### src/verilog/port_pkg.sv
// constants and types shared by the bidirectional port pin block
//------------------------------------------------------------
// Functional notes
// - unused upper register bits read as zero
// - port latches kept across non-power-on resets
// - wake flag set only for pin-change wake reset
// - bit set/clear reads pins, rewrites whole port
// - input pins copy their level into latches on bit set/clear
// - port writes land at end of cycle
// - port reads sample pins at cycle start
// - direction one floats pin, zero drives latch
// - port reads return pins, not latches
// - direction write-only, loaded by instruction, reset ones
//------------------------------------------------------------
package port_pkg;
	localparam int PORT_W = 6;
	localparam int NPORT = 2;
	localparam int DATA_W = 8;
	localparam int ADDR_W = 5;
	localparam logic [ADDR_W-1:0] ADDR_STATUS = 5'h03;
	localparam logic [ADDR_W-1:0] ADDR_FIRST = 5'h06;
	localparam logic [ADDR_W-1:0] ADDR_SECOND = 5'h07;
	localparam int WAKE_FLAG_BIT = 7;
	localparam int WAKE_DIS_BIT = 7;
	localparam int PULLUP_DIS_BIT = 6;
	localparam logic [PORT_W-1:0] DIR_RESET = 6'h3f;
	localparam logic [DATA_W-1:0] OPTION_RESET = 8'hff;
	// power-on value is undefined in the part; zero is one legal choice
	localparam logic [PORT_W-1:0] LATCH_POR = 6'h00;
	localparam logic [DATA_W-PORT_W-1:0] UPPER_ZERO = 2'h0;
	localparam logic [WAKE_FLAG_BIT-1:0] STATUS_LOW_ZERO = 7'h00;

	// four clock phases make one instruction cycle
	typedef enum logic [1:0] {PH_Q1, PH_Q2, PH_Q3, PH_Q4} phase_t;

	typedef enum logic [2:0] {
		OP_NONE,
		OP_READ,
		OP_WRITE,
		OP_BSET,
		OP_BCLR,
		OP_DIR,
		OP_OPT
	} op_t;

	typedef struct packed {
		op_t op;
		logic [ADDR_W-1:0] addr;
		logic [2:0] bit_sel;
		logic [DATA_W-1:0] wdata;
	} core_req_t;

	typedef logic [NPORT-1:0][PORT_W-1:0] port_vec_t;
endpackage

### src/verilog/bidirectional_port_pins.sv
// port pin block: output latches, direction control, pin sampling, wake flag
`timescale 1ns/1ns
module bidirectional_port_pins
	import port_pkg::*;
(
	input wire logic clk, // 50 MHz core clock
	input wire logic arst_n, // power-on reset, async
	input wire logic sys_reset, // any other reset, one-cycle pulse
	input wire logic wake_cause, // that reset came from pin-change wake
	input wire core_req_t req, // core access, held for a whole cycle
	output logic cycle_start, // first phase of an instruction cycle
	output logic [DATA_W-1:0] rd_data, // read value, valid from phase two
	input wire port_vec_t pin_in, // pad levels
	output port_vec_t pin_out, // pad drive values
	output port_vec_t pin_oe, // pad drive enables, high = driving
	output logic wake_on_change_disable, // option bit, high = off
	output logic weak_pullup_disable // option bit, high = off
);

	//------------------------------------------------------------
	// helpers
	//------------------------------------------------------------
	function automatic logic port_hit(input logic [ADDR_W-1:0] a);
		return (a == ADDR_FIRST) || (a == ADDR_SECOND);
	endfunction

	function automatic logic port_idx(input logic [ADDR_W-1:0] a);
		return a == ADDR_SECOND;
	endfunction

	function automatic logic [PORT_W-1:0] bit_apply(
		input logic [PORT_W-1:0] v,
		input logic [2:0] b,
		input logic set
	);
		logic [PORT_W-1:0] r;
		r = v;
		for (int i = 0; i < PORT_W; i++) begin
			if (b == 3'(i)) begin
				r[i] = set;
			end
		end
		return r;
	endfunction

	//------------------------------------------------------------
	// instruction phase sequencer
	//------------------------------------------------------------
	phase_t phase_q, phase_d;

	always_comb begin
		phase_d = phase_q;
		unique case (phase_q)
			PH_Q1: phase_d = PH_Q2;
			PH_Q2: phase_d = PH_Q3;
			PH_Q3: phase_d = PH_Q4;
			PH_Q4: phase_d = PH_Q1;
		endcase
		if (sys_reset) begin
			phase_d = PH_Q1;
		end
	end

	always_ff @(posedge clk or negedge arst_n) begin
		if (!arst_n) begin
			phase_q <= PH_Q1;
		end else begin
			phase_q <= phase_d;
		end
	end

	assign cycle_start = (phase_q == PH_Q1);

	//------------------------------------------------------------
	// pin synchroniser
	//------------------------------------------------------------
	port_vec_t sync1_q, sync2_q;

	always_ff @(posedge clk or negedge arst_n) begin
		if (!arst_n) begin
			sync1_q <= '0;
			sync2_q <= '0;
		end else begin
			sync1_q <= pin_in;
			sync2_q <= sync1_q;
		end
	end

	//------------------------------------------------------------
	// start of cycle: take request, sample pins, form read data
	//------------------------------------------------------------
	core_req_t req_q, req_d;
	port_vec_t sample_q, sample_d;
	logic [DATA_W-1:0] rd_q, rd_d;
	logic wake_q, wake_d;

	always_comb begin
		req_d = req_q;
		sample_d = sample_q;
		rd_d = rd_q;
		if (cycle_start) begin
			req_d = req;
			sample_d = sync2_q;
			rd_d = '0;
			if (port_hit(req.addr)) begin
				rd_d = {UPPER_ZERO, sync2_q[port_idx(req.addr)]};
			end else if (req.addr == ADDR_STATUS) begin
				rd_d = {wake_q, STATUS_LOW_ZERO};
			end
		end
	end

	always_ff @(posedge clk or negedge arst_n) begin
		if (!arst_n) begin
			req_q <= '0;
			sample_q <= '0;
			rd_q <= '0;
		end else begin
			req_q <= req_d;
			sample_q <= sample_d;
			rd_q <= rd_d;
		end
	end

	assign rd_data = rd_q;

	//------------------------------------------------------------
	// end of cycle: latches, direction, option; wake flag loaded only at reset
	//------------------------------------------------------------
	port_vec_t latch_q, latch_d;
	port_vec_t dir_q, dir_d;
	logic [DATA_W-1:0] option_q, option_d;
	logic last_phase;
	logic hit_q;
	logic idx_q;

	assign last_phase = (phase_q == PH_Q4);
	assign hit_q = port_hit(req_q.addr);
	assign idx_q = port_idx(req_q.addr);

	always_comb begin
		latch_d = latch_q;
		dir_d = dir_q;
		option_d = option_q;
		wake_d = wake_q;
		if (sys_reset) begin
			dir_d = {NPORT{DIR_RESET}};
			option_d = OPTION_RESET;
			wake_d = wake_cause;
		end else if (last_phase) begin
			unique case (req_q.op)
				OP_WRITE: begin
					if (hit_q) begin
						latch_d[idx_q] = req_q.wdata[PORT_W-1:0];
					end
				end
				OP_BSET, OP_BCLR: begin
					if (hit_q) begin
						// whole port from pins, selected bit changed; bit_sel 6 or 7 changes none
						latch_d[idx_q] = bit_apply(sample_q[idx_q], req_q.bit_sel,
							req_q.op == OP_BSET);
					end
				end
				OP_DIR: begin
					if (hit_q) begin
						dir_d[idx_q] = req_q.wdata[PORT_W-1:0];
					end
				end
				OP_OPT: option_d = req_q.wdata;
				OP_NONE, OP_READ: ;
				default: ;
			endcase
		end
	end

	// latches have no reset value beyond power-on
	always_ff @(posedge clk or negedge arst_n) begin
		if (!arst_n) begin
			latch_q <= {NPORT{LATCH_POR}};
			dir_q <= {NPORT{DIR_RESET}};
			option_q <= OPTION_RESET;
			wake_q <= 1'b0;
		end else begin
			latch_q <= latch_d;
			dir_q <= dir_d;
			option_q <= option_d;
			wake_q <= wake_d;
		end
	end

	//------------------------------------------------------------
	// pad drive
	//------------------------------------------------------------
	assign pin_out = latch_q;
	assign pin_oe = ~dir_q;
	assign wake_on_change_disable = option_q[WAKE_DIS_BIT];
	assign weak_pullup_disable = option_q[PULLUP_DIS_BIT];
endmodule

### config.mk
export PLATFORM = sky130hd
export DESIGN_NAME = bidirectional_port_pins
export DESIGN_NICKNAME = d
export VERILOG_FILES = /design/src/verilog/port_pkg.sv /design/src/verilog/bidirectional_port_pins.sv
export SDC_FILE = /design/constraint.sdc
export NUM_CORES = 1
export LEC_CHECK = 0
export ABC_CLOCK_PERIOD_IN_PS = 1500
export BUFFER_PORTS_ARGS = -buffer_cell sky130_fd_sc_hd__buf_2
export CAP_MARGIN = 5
export CORE_ASPECT_RATIO = 1.75
export CORE_MARGIN = 10
export CORE_UTILIZATION = 45
export DETAILED_ROUTE_END_ITERATION = 10
export PLACE_DENSITY = 0.69
export SLEW_MARGIN = 20
export SYNTH_ARGS = -nofsm -noshare
export SYNTH_HDL_FRONTEND = slang
export SYNTH_SLANG_ARGS = --single-unit
### constraint.sdc
create_clock -name clk -period 1.5 [get_ports clk]
set_input_delay 0.225 -clock clk [delete_from_list [all_inputs] [get_ports clk]]
set_output_delay 0.225 -clock clk [all_outputs]
set_load 0.01 [all_outputs]
==> impl_metrics.py <==
metrics = {
    "logic_synthesis": {
        "ys_ff_latch": 91,
        "synth.avg_cell_area_um2": 11.9,
        "synth_nets": 357,
        "synth_edf_count": 0,
        "synth.area.top_cells": "dfrtp_1 (51%), dfstp_2 (9.7%), mux2_2 (7.4%)",
        "synth_mux_area_frac": 0.0848,
        "synthAdderAreaFrac": 0.00657,
        "synthSimpleGateAreaFrac": 0.121,
        "netlist_instances": 320,
        "postSynth.asyncResetShare": 1.00,
        "synth_top_family_by_area": "compound AO/OA/AOI/OAI gates",
        "synthFlopType": "dfrtp_1",
        "synth_area_leader_cell": "dfrtp_1",
        "yosys_warnings": 0,
        "netlist-cell-type-count": 48,
        "post-synth-top-area-fraction": 0.506,
        "syn_area_mm2": 0.00381,
        "synth-xor-area-share": 0,
        "synth-seq-area-share": 0.602,
        "synth_compound_area_frac": 0.135,
    },
    "final_layout": {
        "fin_nets": 484,
        "n_antenna_cell": 0,
        "area_growth_syn_to_layout_pct": 41.3,
        "final_core_util": 0.652,
        "final_cell_mix": "dfrtp_1 (73), buf_2 (66), buf_4 (31)",
        "drive_gt1_frac": 0.476,
        "fillers": 641,
        "layout_commonest_cell": "dfrtp_1",
    },
    "sta": {
        "drv_slew": 0,
        "finalHoldViolations": 0,
        "period_needed_ns": 1.58,
        "period_share": 1.05,
        "finClkSkew_ns": 0.00875,
        "timing.final.ws_setup_ns": -0.0821,
        "rsz0062_at_grt": "yes",
        "hold_ws_ns": 0.0908,
        "max_freq_mhz": 632,
        "setup_viol": 14,
    },
    "power_and_ir_drop": {
        "peakVddDrop_mv": 0.753,
        "p_leak_uw": 0.00258,
        "switching_share": 0.274,
        "power_density_mw_per_mm2": 1190,
        "p_comb_frac": 0.190,
        "power_frac_seq": 0.444,
        "p_clk_frac": 0.366,
        "power_switching_uw": 1750,
        "internal_power_uw": 4640,
    },
    "global_route": {
        "grt_first_pass_wirelength_um": 15300,
        "antenna_found_initial": 0,
        "grt_pass1_vias": 2997,
        "grt_usage": 0.160,
        "grt-ovfl-total": 0,
        "grt_max_degree": 37,
    },
    "worst_setup_path": {
        "cp_max_fo": 8,
        "crit_family": "simple AND/OR/NAND/NOR gates",
        "crit_type": "reg -> reg",
        "arrival_ns": 1.82,
        "max_stage_delay_ns": 0.45,
        "startpoint_type": "flop",
        "critPathBufInv": 1,
        "slowest_stage": "or3b_4",
        "required_ns": 1.74,
        "worstPathCellList": "buf_6, or3b_4, nand3_2, o311ai_1, mux2_2",
        "end_kind": "flop",
    },
    "route": {
        "detail-route-antenna-nets": 0,
        "wl_met1_um": 3470,
        "drt_iter0_drc": 152,
        "routed_wl_um": 9760,
        "highest_layer": "met4",
        "wire_per_inst_um": 17.9,
        "met3_length_um": 441,
        "viasPerCell": 5.31,
        "num_vias": 2886,
        "dr.pass1.iters": 4,
        "drc": 0,
        "met2_length_um": 5560,
    },
    "die": {
        "core_area_mm2": 0.00826,
        "num_rows": 44,
        "die_x_um": 89.5,
        "fp.dieArea_mm2": 0.0127,
        "die_h_um": 142,
        "pin_count": 70,
        "start_util": 0.461,
    },
    "hold_path": {
        "holdCritPathClass": "in -> reg",
    },
    "clock_tree": {
        "numCtsBuffers": 9,
        "cts_max_level": 3,
        "cts_tree": "done",
        "worstSkewPairLatency_ns": 0.35,
        "clk_pin_slew_ns": 0.07,
        "root_buffer": "clkbuf_16",
        "cts_max_path_buffers": 2,
        "clock-sinks": 91,
    },
    "place": {
        "globalplace.congestion": 0.909,
        "dp_hpwl_um": 6980,
        "io_buffers": 68,
    },
    "run_status": {
        "status": "finished with violations",
        "violations": "negative setup slack",
    },
    "flow_run": {
        "drv_cap": 0,
    },
}
-- power by group through the flow --
stage / registers, uW / logic, uW / clock network [uW]
global placement: 2850 / 931 / 0
CTS: 2830 / 1140 / 2410
detailed placement: 2860 / 944 / 0
floorplan: 2810 / 527 / 0
finish: 2840 / 1220 / 2340
global route: 2870 / 1320 / 2500
-- cell families (layout without fill, tap and decap cells) --
logic type | count (synthesis) | after routing
buf+inv | 46 | 178
other cells | 1 | 1
mux | 29 | 29
compound gates | 68 | 68
fa+ha+maj | 2 | 2
flops | 91 | 91
simple gates | 83 | 83
-- per-stage QoR --
stage / TNS, ns / setup slack (ns) / std cells / cell area [um2] / total power (uW)
floorplan: -0.204 / -0.0722 / 320 / 3810 / 3340
global placement: -0.799 / -0.132 / 502 / 4540 / 3780
detailed placement: -1.26 / -0.142 / 502 / 4540 / 3810
CTS: -0.371 / -0.0708 / 541 / 5220 / 6370
global route: -1.79 / -0.161 / 544 / 5380 / 6690
finish: -0.442 / -0.0821 / 544 / 5380 / 6400
-- final cells by class --
| type | instances | area (um2) | share of cell area |
|---|---|---|---|
| Sequential cell | 91 | 2300 | 0.427 |
| Multi-Input combinational cell | 183 | 1500 | 0.279 |
| Timing Repair Buffer | 131 | 1030 | 0.192 |
| Clock buffer | 9 | 225 | 0.0419 |
| Inverter | 31 | 119 | 0.0221 |
| Tap cell | 92 | 115 | 0.0214 |
| Clock inverter | 7 | 91.3 | 0.0170 |
-- state kept, by name, summed over array words and instances, names as in the netlist --
name / cells
dir_q: 12
option_q: 2
phase_q: 2
pin_out: 12
rd_data: 7
req_q: 19
sample_q: 12
sync1_q: 12
sync2_q: 12
wake_q: 1
-- what timing repair did --
item / in CTS / in global routing
setup buffers: 9 / 1
resized for setup: 29 / 27
pin swaps: 8 / 11
endpoints found under the setup margin: 19 / 47
gates cloned: 1 / 3
hold buffers: 13 / 0
hold endpoints to repair: 30 / 0
-- metal layers --
| layer | GRT usage | up-vias |
|---|---|---|
| met5 | 0 | - |
| li1 | - | 1384 |
| met3 | 0.0361 | 26 |
| met1 | 0.165 | 1402 |
| met4 | 0.0825 | 0 |
| met2 | 0.287 | 74 |
-- final timing paths --
path | slack (ns) | to | from | cells past startpoint
worst min-delay path | 0.09 | req_q[6]$_DFFE_PN0P_ | req[6] | 3
max in group asynchronous | 0.63 | req_q[10]$_DFFE_PN0P_ | arst_n | 3
worst max register to register | -0.08 | pin_out[0]$_DFFE_PN0P_ | req_q[18]$_DFFE_PN0P_ | 5
worst max-delay path | -0.08 | pin_out[0]$_DFFE_PN0P_ | req_q[18]$_DFFE_PN0P_ | 5
worst min register to register | 0.35 | sync2_q[10]$_DFF_PN0_ | sync1_q[10]$_DFF_PN0_ | 0
min in group asynchronous | 0.35 | wake_q$_DFFE_PN0P_ | arst_n | 2
-- cells in the mapped netlist (all sizes together) (3+ instances only) --
library cell and number:
mux2 26, inv 31, nor2 22, nor2b 10, nor3 5, or3b 4
clkbuf 6, a21oi 10, nand3b 3, nor3b 3, dfstp 14, mux2i 3
nand3 4, a211o 7, nand2 20, buf 9, dfrtp 77, o21ai 15
o211ai 7, o32ai 10, a31oi 5
-- worst register-to-register path, delay by kind of cell, from the launching register on --
family	cells	cell delay [ns]
simple gates	2	0.55
buf+inv	1	0.12
mux	1	0.28
compound gates	1	0.11
flops	1	0.41
Power figures use the tool's default switching activity.
